`src/pkg/lvd_cfg.svh`:
```
// register map, field positions, reset values and timing counts
`ifndef LVD_CFG_SVH
`define LVD_CFG_SVH

`define LVD_ADDR_W 4
`define LVD_ADDR_CTRL 4'h0
`define LVD_ADDR_STAT 4'h4
`define LVD_ADDR_MASK 4'h8
`define LVD_ADDR_COUNT 4'hc

`define LVD_CTRL_EN 0
`define LVD_CTRL_SRC 2:1
`define LVD_CTRL_THR 6:3
`define LVD_CTRL_HYST 7
`define LVD_CTRL_FLEN 10:8
`define LVD_CTRL_LVL 11
`define LVD_CTRL_FALL 12
`define LVD_CTRL_RISE 13
`define LVD_CTRL_ACT 14
`define LVD_CTRL_W 15
`define LVD_CTRL_RST 15'h0000

`define LVD_STAT_INT 0
`define LVD_STAT_RSTF 1
`define LVD_STAT_LVL 2
`define LVD_STAT_RAW 3
`define LVD_FLAG_W 2
`define LVD_FLAG_RST 2'h0
`define LVD_MASK_RST 2'h0

`define LVD_CNT_W 8

`define LVD_CLK_MHZ 250
`define LVD_TICK_NS 1000
`define LVD_TICK_CYC ((`LVD_TICK_NS * `LVD_CLK_MHZ) / 1000)
`define LVD_SETTLE_NS 2000
`define LVD_SETTLE_CYC ((`LVD_SETTLE_NS * `LVD_CLK_MHZ + 999) / 1000)
`define LVD_TIMER_W 10

`endif

```
`src/pkg/lvd_pkg.sv`:
```
// types shared by the detector modules
package lvd_pkg;
    typedef enum logic [1:0] {
        SRC_SUPPLY,
        SRC_PIN_A,
        SRC_PIN_B,
        SRC_PIN_C
    } src_sel_t;

    typedef enum logic {
        ACT_IRQ,
        ACT_RESET
    } action_t;

    typedef enum {
        ST_OFF,
        ST_SETTLE,
        ST_RUN
    } mon_state_t;
endpackage

```
`src/pkg/lvd_filt_if.sv`:
```
// carrier between detector control and comparator filter
`timescale 1ns/100ps
interface lvd_filt_if;
    logic tick;
    logic raw;
    logic [2:0] len;
    logic clr;
    logic level;

    modport filt (input tick, input raw, input len, input clr, output level);
    modport ctrl (output tick, output raw, output len, output clr, input level);
endinterface

```
`src/verilog/lvd_sync.sv`:
```
// two flip-flop synchroniser for asynchronous levels
`timescale 1ns/100ps
module lvd_sync #(
    parameter int W = 1
) (
    input wire logic i_clk,
    input wire logic i_rst_b,
    input wire logic [W-1:0] i_d,
    output logic [W-1:0] o_q
);
    logic [W-1:0] meta_q;

    always_ff @(posedge i_clk or negedge i_rst_b) begin
        if (!i_rst_b) begin
            meta_q <= '0;
            o_q <= '0;
        end else begin
            meta_q <= i_d;
            o_q <= meta_q;
        end
    end
endmodule

```
`src/verilog/lvd_filter.sv`:
```
// digital stability filter on the comparator result
`timescale 1ns/100ps
`include "lvd_cfg.svh"
module lvd_filter (
    input wire logic i_clk,
    input wire logic i_rst_b,
    lvd_filt_if.filt f
);
    logic [7:0] need;
    logic [7:0] cnt_q;
    logic lvl_q;

    assign need = 8'h01 << f.len;
    assign f.level = lvl_q;

    always_ff @(posedge i_clk or negedge i_rst_b) begin
        if (!i_rst_b) begin
            cnt_q <= 8'h00;
            lvl_q <= 1'b0;
        end else if (f.clr) begin
            cnt_q <= 8'h00;
            lvl_q <= f.raw;
        end else if (f.tick) begin
            if (f.raw == lvl_q) begin
                cnt_q <= 8'h00;
            end else if (cnt_q + 8'h01 >= need) begin
                cnt_q <= 8'h00;
                lvl_q <= f.raw;
            end else begin
                cnt_q <= cnt_q + 8'h01;
            end
        end
    end
endmodule

```
`src/verilog/low_voltage_detector.sv`:
```
// control, trigger and flag logic of the low voltage detector
//
// Operation
// - software selects one of four sources
// - sixteen-step threshold code drives reference
// - level trigger: event while below threshold
// - falling trigger: event on crossing below
// - rising trigger: event on returning above
// - triggers enabled independently, any combination
// - event sets the interrupt or the reset flag, never both
// - flags stay set until software clears
// - no new event until flag cleared
// - eight-step selectable comparator filter
// - runs in low power, interrupt wakes
//
// Chosen here: the placing of the registers and the strobed register port.
`timescale 1ns/100ps
`include "lvd_cfg.svh"
module low_voltage_detector (
    // clock and reset
    input wire logic i_clk,
    input wire logic i_rst_b,
    // register port
    input wire logic [`LVD_ADDR_W-1:0] i_addr,
    input wire logic [31:0] i_wdata,
    input wire logic i_wr,
    input wire logic i_rd,
    output logic [31:0] o_rdata,
    // analog comparator side
    input wire logic i_cmp_below,
    output logic o_analog_en,
    output logic [1:0] o_src_sel,
    output logic [3:0] o_thresh_code,
    output logic o_hyst_en,
    // system side
    output logic o_irq,
    output logic o_reset_req
);
    logic rst_meta_q;
    logic rst_sync_q;
    logic rst_b;
    logic [`LVD_CTRL_W-1:0] ctrl_q;
    logic [`LVD_FLAG_W-1:0] flag_q;
    logic [`LVD_FLAG_W-1:0] mask_q;
    logic [`LVD_CNT_W-1:0] count_q;
    logic [`LVD_TIMER_W-1:0] tick_cnt_q;
    logic tick_q;
    logic [`LVD_TIMER_W-1:0] settle_q;
    lvd_pkg::mon_state_t state_q;
    logic cmp_sync;
    logic prev_q;
    logic below;
    logic running;
    logic ev_level;
    logic ev_fall;
    logic ev_rise;
    logic event_hit;
    logic [`LVD_FLAG_W-1:0] flag_set;
    logic [`LVD_FLAG_W-1:0] flag_clr;
    logic cfg_change;
    logic [31:0] rdata_d;
    lvd_pkg::action_t act;

    lvd_filt_if filt_bus ();

    // reset release through two flip-flops
    always_ff @(posedge i_clk or negedge i_rst_b) begin
        if (!i_rst_b) begin
            rst_meta_q <= 1'b0;
            rst_sync_q <= 1'b0;
        end else begin
            rst_meta_q <= 1'b1;
            rst_sync_q <= rst_meta_q;
        end
    end
    assign rst_b = rst_sync_q;

    lvd_sync #(.W(1)) u_cmp_sync (
        .i_clk(i_clk),
        .i_rst_b(rst_b),
        .i_d(i_cmp_below),
        .o_q(cmp_sync)
    );

    // control register
    always_ff @(posedge i_clk or negedge rst_b) begin
        if (!rst_b) begin
            ctrl_q <= `LVD_CTRL_RST;
        end else if (i_wr && i_addr == `LVD_ADDR_CTRL) begin
            ctrl_q <= i_wdata[`LVD_CTRL_W-1:0];
        end
    end

    always_ff @(posedge i_clk or negedge rst_b) begin
        if (!rst_b) begin
            mask_q <= `LVD_MASK_RST;
        end else if (i_wr && i_addr == `LVD_ADDR_MASK) begin
            mask_q <= i_wdata[`LVD_FLAG_W-1:0];
        end
    end

    // analog controls straight from the control register
    // source select
    assign o_src_sel = ctrl_q[`LVD_CTRL_SRC];
    assign o_thresh_code = ctrl_q[`LVD_CTRL_THR];
    assign o_hyst_en = ctrl_q[`LVD_CTRL_HYST];
    assign o_analog_en = ctrl_q[`LVD_CTRL_EN];
    assign act = lvd_pkg::action_t'(ctrl_q[`LVD_CTRL_ACT]);

    // analog path changes need a settle time before judging
    assign cfg_change = i_wr && i_addr == `LVD_ADDR_CTRL &&
        (i_wdata[`LVD_CTRL_SRC] != ctrl_q[`LVD_CTRL_SRC] ||
         i_wdata[`LVD_CTRL_THR] != ctrl_q[`LVD_CTRL_THR] ||
         i_wdata[`LVD_CTRL_HYST] != ctrl_q[`LVD_CTRL_HYST] ||
         i_wdata[`LVD_CTRL_EN] != ctrl_q[`LVD_CTRL_EN]);

    always_ff @(posedge i_clk or negedge rst_b) begin
        if (!rst_b) begin
            state_q <= lvd_pkg::ST_OFF;
            settle_q <= '0;
        end else begin
            unique case (state_q)
                lvd_pkg::ST_OFF: begin
                    if (ctrl_q[`LVD_CTRL_EN]) begin
                        state_q <= lvd_pkg::ST_SETTLE;
                        settle_q <= `LVD_TIMER_W'(`LVD_SETTLE_CYC - 1);
                    end
                end
                lvd_pkg::ST_SETTLE: begin
                    if (!ctrl_q[`LVD_CTRL_EN]) begin
                        state_q <= lvd_pkg::ST_OFF;
                    end else if (cfg_change) begin
                        settle_q <= `LVD_TIMER_W'(`LVD_SETTLE_CYC - 1);
                    end else if (settle_q == '0) begin
                        state_q <= lvd_pkg::ST_RUN;
                    end else begin
                        settle_q <= settle_q - `LVD_TIMER_W'(1);
                    end
                end
                lvd_pkg::ST_RUN: begin
                    if (!ctrl_q[`LVD_CTRL_EN]) begin
                        state_q <= lvd_pkg::ST_OFF;
                    end else if (cfg_change) begin
                        state_q <= lvd_pkg::ST_SETTLE;
                        settle_q <= `LVD_TIMER_W'(`LVD_SETTLE_CYC - 1);
                    end
                end
            endcase
        end
    end
    assign running = state_q == lvd_pkg::ST_RUN;

    // filter sample tick divider
    always_ff @(posedge i_clk or negedge rst_b) begin
        if (!rst_b) begin
            tick_cnt_q <= '0;
            tick_q <= 1'b0;
        end else if (tick_cnt_q == `LVD_TIMER_W'(`LVD_TICK_CYC - 1)) begin
            tick_cnt_q <= '0;
            tick_q <= 1'b1;
        end else begin
            tick_cnt_q <= tick_cnt_q + `LVD_TIMER_W'(1);
            tick_q <= 1'b0;
        end
    end

    assign filt_bus.tick = tick_q;
    assign filt_bus.raw = cmp_sync;
    assign filt_bus.len = ctrl_q[`LVD_CTRL_FLEN];
    assign filt_bus.clr = !running;
    assign below = filt_bus.level;

    lvd_filter u_filter (
        .i_clk(i_clk),
        .i_rst_b(rst_b),
        .f(filt_bus.filt)
    );

    // previous filtered level, restarted with the filter
    always_ff @(posedge i_clk or negedge rst_b) begin
        if (!rst_b) begin
            prev_q <= 1'b0;
        end else if (!running) begin
            prev_q <= cmp_sync;
        end else begin
            prev_q <= below;
        end
    end

    assign ev_level = ctrl_q[`LVD_CTRL_LVL] && below;
    assign ev_fall = ctrl_q[`LVD_CTRL_FALL] && below && !prev_q;
    assign ev_rise = ctrl_q[`LVD_CTRL_RISE] && !below && prev_q;
    assign event_hit = running && (ev_level || ev_fall || ev_rise);

    // no new event while a flag is up
    assign flag_set[`LVD_STAT_INT] = event_hit && act == lvd_pkg::ACT_IRQ &&
        flag_q == '0;
    assign flag_set[`LVD_STAT_RSTF] = event_hit && act == lvd_pkg::ACT_RESET &&
        flag_q == '0;
    assign flag_clr = (i_wr && i_addr == `LVD_ADDR_STAT) ?
        i_wdata[`LVD_FLAG_W-1:0] : '0;

    always_ff @(posedge i_clk or negedge rst_b) begin
        if (!rst_b) begin
            flag_q <= `LVD_FLAG_RST;
        end else begin
            flag_q <= (flag_q & ~flag_clr) | flag_set;
        end
    end

    // saturating count of accepted detections
    always_ff @(posedge i_clk or negedge rst_b) begin
        if (!rst_b) begin
            count_q <= '0;
        end else if (i_wr && i_addr == `LVD_ADDR_COUNT) begin
            count_q <= '0;
        end else if (flag_set != '0 && count_q != '1) begin
            count_q <= count_q + `LVD_CNT_W'(1);
        end
    end

    // level interrupt usable as wake source
    always_ff @(posedge i_clk or negedge rst_b) begin
        if (!rst_b) begin
            o_irq <= 1'b0;
            o_reset_req <= 1'b0;
        end else begin
            o_irq <= |(flag_q & mask_q);
            o_reset_req <= flag_q[`LVD_STAT_RSTF];
        end
    end

    always_comb begin
        rdata_d = 32'h0000_0000;
        unique case (i_addr)
            `LVD_ADDR_CTRL: rdata_d[`LVD_CTRL_W-1:0] = ctrl_q;
            `LVD_ADDR_STAT: begin
                rdata_d[`LVD_FLAG_W-1:0] = flag_q;
                rdata_d[`LVD_STAT_LVL] = below;
                rdata_d[`LVD_STAT_RAW] = cmp_sync;
            end
            `LVD_ADDR_MASK: rdata_d[`LVD_FLAG_W-1:0] = mask_q;
            `LVD_ADDR_COUNT: rdata_d[`LVD_CNT_W-1:0] = count_q;
            default: rdata_d = 32'h0000_0000;
        endcase
    end

    always_ff @(posedge i_clk or negedge rst_b) begin
        if (!rst_b) begin
            o_rdata <= 32'h0000_0000;
        end else if (i_rd) begin
            o_rdata <= rdata_d;
        end else begin
            o_rdata <= 32'h0000_0000;
        end
    end
endmodule

```
`config.mk`:
```
export PLATFORM = sky130hd
export DESIGN_NAME = low_voltage_detector
export DESIGN_NICKNAME = d
export VERILOG_FILES = /design/src/pkg/lvd_pkg.sv /design/src/pkg/lvd_filt_if.sv /design/src/verilog/lvd_sync.sv /design/src/verilog/lvd_filter.sv /design/src/verilog/low_voltage_detector.sv
export VERILOG_INCLUDE_DIRS = /design/src /design/src/pkg
export SDC_FILE = /design/constraint.sdc
export NUM_CORES = 1
export LEC_CHECK = 0
export BUFFER_PORTS_ARGS = -buffer_cell sky130_fd_sc_hd__buf_2
export CAP_MARGIN = 20
export CORE_MARGIN = 2
export CORE_UTILIZATION = 40
export CTS_CLUSTER_DIAMETER = 50
export CTS_CLUSTER_SIZE = 16
export DETAILED_ROUTE_END_ITERATION = 10
export MAX_ROUTING_LAYER = met4
export PLACE_DENSITY = 0.65
export SLEW_MARGIN = 0
export SYNTH_ARGS = -nofsm -noshare
export SYNTH_HDL_FRONTEND = slang
export SYNTH_HIERARCHICAL = 1
export SYNTH_SLANG_ARGS = --single-unit
export TNS_END_PERCENT = 10
```
`constraint.sdc`:
```
create_clock -name i_clk -period 3 [get_ports i_clk]
set_clock_uncertainty 0.2 [all_clocks]
set_input_delay 0.3 -clock i_clk [delete_from_list [all_inputs] [get_ports i_clk]]
set_output_delay 0.3 -clock i_clk [all_outputs]
set_load 0.02 [all_outputs]
```
# Yosys cells after proc, flatten, opt, wreduce, memory -nomap -nowiden
# Cells that the tools add are included.
[word_totals]
register_bits = 111
inputBits = 41
output_inout_bits = 42
[op_classes]
addsub = 4
order_cmp = 1
n_eq_ne = 24
shifts = 1
n_mux = 33
n_bitwise = 5
n_reduce_logical = 33
[op_table]
columns = ["cell", "count"]
rows = [
  ["two-way mux 32 bit", 6],
  ["one-hot mux 32 bit (3 select lines)", 1],
  ["two-way mux 10 bit", 7],
  ["two-way mux 8 bit", 6],
  ["equality test 32 x 1 -> 1 bit (second input constant)", 1],
  ["equality test 32 x 2 -> 1 bit (second input constant)", 1],
  ["equality test 32 x 3 -> 1 bit (second input constant)", 1],
  ["logical NOT 32 bit", 1],
  ["one-hot mux 10 bit (3 select lines)", 1],
  ["adder 8 x 1 -> 8 bit (second input constant)", 2],
  ["logical AND 1 bit", 16],
  ["two-way mux 15 bit", 1],
  ["!= test 2 bit (second input constant)", 6],
  ["!= test 3 bit (second input constant)", 4],
  ["adder 10 x 1 -> 10 bit (second input constant)", 1],
  ["equality test 10 x 8 -> 1 bit (second input constant)", 1],
  ["logical NOT 10 bit", 1],
  ["subtractor 10 x 1 -> 10 bit (second input constant)", 1],
  ["equality test 4 bit (second input constant)", 2],
  [">= comparator 8 bit", 1],
  ["!= test 8 bit (second input constant)", 1],
  ["one-hot mux 2 bit (4 select lines)", 1],
  ["one-hot mux 4 bit (2 select lines)", 1],
  ["left shift 1 x 3 -> 8 bit (first input constant)", 1],
  ["23 further kinds", 36],
]

# Logic depth before layout (Yosys ltp)
# Gate-level depths: netlist of run 1.
[depth]
ltp_word = 11
depth_mapped = 10
ltp_nobuf = 10

# Cells and area by module
# Netlist of run 1, hierarchy kept.
[by_module_without_submodules]
columns = ["module", "instances", "cells_per_inst", "area_per_inst_um2", "seq_area_each_um2"]
rows = [
  ["low_voltage_detector", 1, 322, 3589.7, 1751.7],
  ["lvd_filter", 1, 87, 759.5, 225.2],
  ["lvd_sync", 1, 2, 50.0, 50.0],
]

# Least setup slack after synthesis of run 1
# Ideal clock, no wire load.
[synth_path]
path_kind = "flip-flop to flip-flop"
from = "reg u_filter.cnt_q[0]"
to = "reg u_filter.cnt_q[2]"
setup_ps = 78
arrival_time_ps = 2264
required_time_ps = 2722
slack_ps = 459
path_stages_with_launch = 10
period_less_slack_ps = 2541
cell_sequence = "dfrtp_1 and3_1 and3_1 xor2_1 ha_1 and3_1 a221oi_2 nand2_1 or3_4 o2bb2ai_1"
[synth_via]
elab_chain_len = 6
[synth_lines]
columns = ["item", "line_no", "source"]
rows = [
  ["start: declaration", "lvd_filter.sv:10", "logic [7:0] cnt_q;"],
  ["start signal: assignment", "lvd_filter.sv:30", "cnt_q <= cnt_q + 8'h01;"],
  ["adder 8 x 1 -> 8 bit (*)", "lvd_filter.sv:26, lvd_filter.sv:30", ""],
  [">= comparator 8 bit", "lvd_filter.sv:26", "end else if (cnt_q + 8'h01 >= need) begin"],
  ["two-way mux 8 bit (*)", "lvd_filter.sv:26", ""],
  ["two-way mux 8 bit (*)", "lvd_filter.sv:24", "if (f.raw == lvl_q) begin"],
  ["two-way mux 8 bit (*)", "lvd_filter.sv:23", "end else if (f.tick) begin"],
  ["two-way mux 8 bit (*)", "lvd_filter.sv:20", "end else if (f.clr) begin"],
]
# Mark *: on every way between the ends. The rest lies on a longest branch, timed or not. The select of a mux whose other input is x is not followed.
# A chain may end at the register's enable or synchronous reset.

# Worst setup path in the final report of run 1
[layout_path]
from = "reg u_filter.cnt_q[2]"
to = "reg u_filter.cnt_q[3]"
# Same word-level chain as after synthesis.

==> results_dict.tcl, run 1 <==
set metrics [dict create \
    status "completed" \
    synth_seq_cells 81 \
    worst_path_largest_cell_delay_ns 0.42 \
    cp_num_buf_inv 0 \
    critical_path_class "flop to flop" \
    floorplan.io_pins 83 \
    final_hold_viol_count 0 \
    ctsRootBufferMaster "sky130_fd_sc_hd__clkbuf_8" \
    wl_met2_mm 3.935 \
    worst_rel_slew_slack_pct 56.17 \
    finalWorstSetupSlack_ns 0.1482 \
    syn_avg_cell_area_um2 10.70 \
    grt_antenna_before_repair 0 \
    gate_count_post_synth 411 \
    power.density_nw_per_um2 551.8 \
    cts_tree "done" \
    initialDrtViolationCount 123 \
    rsz0062_at_grt "no" \
    globalRoute.totalOverflow 0 \
    maxClockFrequency_ghz 0.3507 \
    detail-route-antenna-nets 0 \
    vias 3135 \
    cts_sinks 81 \
    crit_fanout 7 \
    peak_supply_drop_mv 0.3065 \
    floorplan.rows 38 \
    tightest_slew_ns 0.6525 \
    synthDominantAreaCellType "sky130_fd_sc_hd__dfrtp_1" \
    synth.yosys.seq_area_share_pct 46.08 \
    yosys.area_share.adder_pct 4.835 \
    final_max_slew_viol_count 0 \
    synth-simple-area-share_pct 19.11 \
    post-route-min-period_ns 2.852 \
    synth_area_um2 4399 \
    endpoint_kind "flop" \
    setup_viol 0 \
    finalCritPeriodShare_pct 95.06 \
    worst_setup_hold_path_clk_slew_ns 0.08 \
    residual_drc 0 \
    cts_made_buffers 9 \
    cp_slowest_cell "sky130_fd_sc_hd__dfrtp_2" \
    avgRoutedWirePerCell_um 13.83 \
    synthArstFlopShare_pct 100.0 \
    timing.critical_path.cells "nand3_1 -> nor3_1 -> xor2_1 -> ha_1 -> and3_1 -> a221oi_2 -> nand2_1 -> or3_4 -> o2bb2ai_1" \
    synth_flop_cell "sky130_fd_sc_hd__dfrtp_1" \
    timing.max_cap.violations 0 \
    drt-met1-wl_mm 4.117 \
    cpLargestDelayFamily "simple AND/OR/NAND/NOR gates" \
    die_area_um2 11850 \
    place_hpwl_mm 6.012 \
    top_layer "met4" \
    dp_worst_setup_slack_ns 0.1779 \
    design_area_um2 5012 \
    synthToLayoutAreaGrowth_pct 13.94 \
    ant_diodes 0 \
    most_frequent_cells_in_the_layout "sky130_fd_sc_hd__dfrtp_1, sky130_fd_sc_hd__buf_2, sky130_fd_sc_hd__nor2_1" \
    clock_insertion_delay_worst_skew_ns 0.35 \
    compound_gate_portion_of_the_synthesized_area_pct 10.38 \
    grt_usage_pct 15.92 \
    drive_gt1_share_pct 23.35 \
    place.gp.congestion 0.8452 \
    ys_types 68 \
    die_width_um 108.9 \
    depth_of_the_cts_h_tree 3 \
    dominant_combinational_cell_family_by_area_after_synthesis "simple AND/OR/NAND/NOR gates" \
    grt_pass1_vias 3021 \
    totalNegativeSetupSlack_ns 0 \
    die_height_um 108.9 \
    final_net_count 524 \
    grt_first_pass_wirelength_mm 14.51 \
    synth.top_cells.by_area "sky130_fd_sc_hd__dfrtp_1, sky130_fd_sc_hd__ha_1, sky130_fd_sc_hd__xor2_1" \
    synth_xor_xnor_area_share_pct 6.143 \
    synth-edff-count 0 \
    worstPathRequired_ns 3.07 \
    clock_tree.buffer_depth 2 \
    final.fill_count 991 \
    crit_path_start_kind "flop" \
    grt_max_degree 80 \
    floorplan.initialDensity_pct 40.76 \
    layout.cells.most_common "sky130_fd_sc_hd__dfrtp_1" \
    wl_met3_um 274 \
    placement.cell_area_um2 4628 \
    pre_repair_dr_iteration_count 4 \
    post-synth-top-area-fraction_pct 46.08 \
    yosys-mux-area-fraction_pct 6.570 \
    vias_per_cell 5.131 \
    worst-endpoint-arrival_ns 2.92 \
    finalWirelength_mm 8.451 \
    min_path_type "primary input to flop" \
    synthesis.yosys.warnings 6 \
    core_um2 10790 \
    placement.io_buffers 48 \
    p_leak_nw 2.291 \
]
-- flip-flops by register name, summed over array words and instances, names as in the netlist --
register	count
mask_q	2
u_cmp_sync/o_q	1
o_irq	1
o_rdata	15
settle_q	10
flag_q	2
u_filter/cnt_q	8
o_reset_req	1
filt_bus.tick	1
tick_cnt_q	10
state_q	2
rst_b	1
u_cmp_sync/meta_q	1
prev_q	1
ctrl_q	15
count_q	8
rst_meta_q	1
u_filter/f.level	1
-- timing repair --
item | 4_1_cts | 5_1_grt
hold endpoints to repair | 16 | 9
gates resized for setup | 0 | 4
setup endpoints to repair | 0 | 8
setup buffers | 0 | 0
hold buffers | 14 | 1
-- cell type report --
type                            instances  area [µm²]  share of cell area (%)
Multi-Input combinational cell        299        2146                   42.81
Tap cell                              140       175.2                   3.495
Sequential cell                        81        2033                   40.56
Timing Repair Buffer                   65       425.4                   8.487
Inverter                               10       37.54                  0.7489
Clock buffer                           10       127.6                   2.546
Clock inverter                          6       67.56                   1.348
-- path summary, 6_finish.rpt --
kind | start | to | slack (ns) | depth (start not counted)
max in group asynchronous | rst_b$_DFF_PN0_ | u_filter/cnt_q[2]$_DFFE_PN0P_ | 1.67 | 1
setup / recovery | u_filter/cnt_q[2]$_DFFE_PN0P_ | u_filter/cnt_q[3]$_DFFE_PN0P_ | 0.15 | 9
min in group asynchronous | i_rst_b | rst_b$_DFF_PN0_ | 0.06 | 2
hold reg to reg | rst_b$_DFF_PN0_ | filt_bus.tick$_DFF_PN0_ | 0.14 | 1
setup reg to reg | u_filter/cnt_q[2]$_DFFE_PN0P_ | u_filter/cnt_q[3]$_DFFE_PN0P_ | 0.15 | 9
hold / removal | i_wdata[11] | ctrl_q[11]$_DFFE_PN0P_ | 0.007 | 2
-- cell usage after synthesis (6+ instances only) --
| cell type | n |
|---|---|
| sky130_fd_sc_hd__a21oi_1 | 8 |
| sky130_fd_sc_hd__and2_1 | 8 |
| sky130_fd_sc_hd__and3_1 | 11 |
| sky130_fd_sc_hd__buf_4 | 24 |
| sky130_fd_sc_hd__dfrtp_1 | 81 |
| sky130_fd_sc_hd__ha_1 | 17 |
| sky130_fd_sc_hd__inv_1 | 9 |
| sky130_fd_sc_hd__mux2_2 | 18 |
| sky130_fd_sc_hd__nand2_1 | 25 |
| sky130_fd_sc_hd__nand3_1 | 16 |
| sky130_fd_sc_hd__nand3b_1 | 6 |
| sky130_fd_sc_hd__nor2_1 | 37 |
| sky130_fd_sc_hd__nor3_1 | 6 |
| sky130_fd_sc_hd__o21ai_0 | 9 |
| sky130_fd_sc_hd__o21ai_1 | 13 |
| sky130_fd_sc_hd__xor2_1 | 24 |
-- power by group --
group / switching [W] / internal [W] / total, W
logic: 0.000342 / 0.000263 / 0.000606
registers: 0.000156 / 0.00121 / 0.00137
clock network: 0.000407 / 0.000388 / 0.000794
total: 0.000906 / 0.00186 / 0.00277
-- stage by stage --
| stage | utilization, % | cells | total power [W] | hold WS (ns) |
|---|---|---|---|---|
| final | 46.44 | 611 | 0.002766 | 0.007204 |
| after CTS | 45.99 | 609 | 0.002787 | 0.007856 |
| after detailed placement | 42.88 | 579 | 0.001961 | -0.1117 |
| after floorplan | - | 427 | 0.001873 | -0.1956 |
| after global placement | 42.88 | 579 | 0.001943 | -0.1122 |
| after global routing | 46.44 | 611 | 0.002929 | 0.008018 |
-- per-layer routing --
metal  up-vias  track usage, %
met2        76           24.22
met3        13           2.690
met5         -               -
met1      1529           21.78
li1       1517               -
met4         0           5.037
-- cell families (layout without fill, tap and decap cells) --
group	Yosys count	after routing
flops	81	81
compound gates	61	61
mux	24	24
fa+ha+maj	17	17
xor+xnor	30	30
simple gates	149	149
buf+inv	47	91
other cells	2	18
Note: power is estimated with default switching activity, not from simulation.
==> inputs of run 2 (changes only) <==
--- a/config.mk
+++ b/config.mk
@@ -14,7 +14,7 @@
 export CTS_CLUSTER_SIZE = 16
 export DETAILED_ROUTE_END_ITERATION = 10
 export MAX_ROUTING_LAYER = met4
-export PLACE_DENSITY = 0.65
+export PLACE_DENSITY_LB_ADDON = 0.1
 export SLEW_MARGIN = 0
 export SYNTH_ARGS = -nofsm -noshare
 export SYNTH_HDL_FRONTEND = slang
==> run 2 against run 1 <==
Net effect:
- die area unchanged
- setup slack improved by 0.065 ns
- hold slack gained 0.0069 ns
- non-clock buffer count increased by 5
- design area rose by 0.45%
- total power is 0.11% higher
- first-iteration DRC count fell by 22%
- combinational power up 5.9%
- cell count is 0.65% higher
- sequential cell count is the same
- clock-buffer cell count up 2
- via count fell by 1.4%
- critical path type unchanged
- critical endpoint is now u_filter/cnt_q[2]$_DFFE_PN0P_
==> results_dict.tcl, run 2 (synthesized netlist as in run 1, its figures left out) <==
set metrics [dict create \
    drive_gt1_share_pct 23.37 \
    power.density_nw_per_um2 549.9 \
    floorplan.initialDensity_pct 40.76 \
    ctsRootBufferMaster "sky130_fd_sc_hd__clkbuf_8" \
    die_height_um 108.9 \
    worst_setup_path_startpoint "u_filter/cnt_q[0]$_DFFE_PN0P_" \
    avgRoutedWirePerCell_um 14.81 \
    final_hold_viol_count 0 \
    vias 3091 \
    p_leak_nw 2.307 \
    final_max_slew_viol_count 0 \
    floorplan.rows 38 \
    hold_depth 2 \
    largest_registers "ctrl_q: 15 flops, o_rdata: 15 flops" \
    most_frequent_cells_in_the_layout "sky130_fd_sc_hd__dfrtp_1, sky130_fd_sc_hd__buf_2, sky130_fd_sc_hd__nor2_1" \
    maxClockFrequency_ghz 0.3588 \
    clock_tree.buffer_depth 2 \
    finalWorstSetupSlack_ns 0.2131 \
    setup_viol 0 \
    status "completed" \
    worst-endpoint-arrival_ns 2.87 \
    min_path_type "primary input to flop" \
    layout.cells.most_common "sky130_fd_sc_hd__dfrtp_1" \
    cts_made_buffers 9 \
    final_core_util_pct 46.65 \
    grt_pass1_vias 3122 \
    cts_tree "done" \
    finalWirelength_mm 9.110 \
    grt_usage_pct 17.44 \
    placement.cell_area_um2 4658 \
    timing.max_cap.violations 0 \
    synthToLayoutAreaGrowth_pct 14.45 \
    worst_setup_hold_path_clk_slew_ns 0.08 \
    critical_path.reg2reg.startpoint "u_filter/cnt_q[0]$_DFFE_PN0P_" \
    post-route-min-period_ns 2.787 \
    die_width_um 108.9 \
    worstPathRequired_ns 3.08 \
    endpoint_kind "flop" \
    floorplan.io_pins 83 \
    cts_sinks 81 \
    totalNegativeSetupSlack_ns 0 \
    vias_per_cell 5.026 \
    grt_max_degree 80 \
    hold_ws_ns 0.01407 \
    ant_diodes 0 \
    residual_drc 0 \
    grt_antenna_before_repair 0 \
    timing.hold.worst.start "i_wdata[2]" \
    finalCritPeriodShare_pct 92.90 \
    initialDrtViolationCount 96 \
    depth_of_the_cts_h_tree 3 \
    tightest_slew_ns 0.6227 \
    dp_worst_setup_slack_ns 0.1516 \
    critical_path_class "flop to flop" \
    detail-route-antenna-nets 0 \
    rsz0062_at_grt "no" \
    grt_first_pass_wirelength_mm 15.32 \
    clock_insertion_delay_worst_skew_ns 0.36 \
    worst_rel_slew_slack_pct 58.17 \
    crit_path_start_kind "flop" \
    crit_fanout 6 \
    design_area_um2 5035 \
    core_um2 10790 \
    placement.io_buffers 48 \
    final_net_count 529 \
    r2r_cells 9 \
    place_hpwl_mm 6.251 \
    pre_repair_dr_iteration_count 4 \
    die_area_um2 11850 \
    peak_supply_drop_mv 0.2516 \
    place.gp.congestion 0.8192 \
    globalRoute.totalOverflow 0 \
    cts_post_setup_buffers_inserted 0 \
]
==> run 2: cell count changes in the layout (fill, tap and decap cells not counted) <==
cell                            delta
sky130_fd_sc_hd__buf_4             +4
sky130_fd_sc_hd__clkbuf_1          +2
sky130_fd_sc_hd__clkinv_4          -1
sky130_fd_sc_hd__clkinvlp_4        -1
sky130_fd_sc_hd__dlygate4sd3_1     +1
sky130_fd_sc_hd__inv_6             -1
==> run 2: final cells by class <==
class | instances | area (µm²)
clock buffers | 12 | 135.1
clock inverters | 3 | 42.54
fillers | 1012 | 5758
inverters | 10 | 37.54
multi-input cells | 299 | 2146
flip-flops and latches | 81 | 2033
well taps | 140 | 175.2
repair buffers | 70 | 465.4
==> run 2: what timing repair did <==
item,4_1_cts,5_1_grt
resized for setup,0,4
setup endpoints to repair,0,9
hold endpoints to repair,16,11
hold buffers,14,2
==> run 2: through the flow <==
stage,cells,total power (W)
after floorplan,427,0.001873
after global placement,583,0.001982
after detailed placement,583,0.001993
after CTS,612,0.002793
after global routing,615,0.002961
final,615,0.002769
==> run 2: where the power goes <==
group,switching [W],leakage [nW],total (W),internal [W]
Combinational,0.000361,1.19,0.000642,0.000281
Sequential,0.000147,1.03,0.00136,0.00121
Clock,0.000390,0.0864,0.000770,0.000380
==> run 2: worst max-delay path, cell delays in order (launching register included) <==
cell and delay, ns:
sky130_fd_sc_hd__dfrtp_2 0.45, sky130_fd_sc_hd__and3_1 0.21, sky130_fd_sc_hd__and3_1 0.20, sky130_fd_sc_hd__xor2_1 0.16, sky130_fd_sc_hd__ha_1 0.29, sky130_fd_sc_hd__and3_1 0.20
sky130_fd_sc_hd__a221oi_2 0.33, sky130_fd_sc_hd__nand2_1 0.16, sky130_fd_sc_hd__or3_4 0.36, sky130_fd_sc_hd__o2bb2ai_1 0.15
==> run 2: worst paths after layout <==
path | end | slack (ns)
min in group asynchronous | rst_meta_q$_DFF_PN0_ | 0.04
hold reg to reg | u_filter/cnt_q[1]$_DFFE_PN0P_ | 0.15
setup / recovery | u_filter/cnt_q[2]$_DFFE_PN0P_ | 0.21
setup reg to reg | u_filter/cnt_q[2]$_DFFE_PN0P_ | 0.21
hold / removal | ctrl_q[2]$_DFFE_PN0P_ | 0.01
max in group asynchronous | u_filter/cnt_q[0]$_DFFE_PN0P_ | 1.59
==> run 2: layer usage <==
layer / vias up / GRT usage [%] / part of all wire (%)
met4: 0 / 6.685 / 1.4
met2: 54 / 25.87 / 46
met1: 1491 / 23.10 / 49
met5: - / - / 0
met3: 13 / 4.244 / 3.2
li1: 1533 / - / -
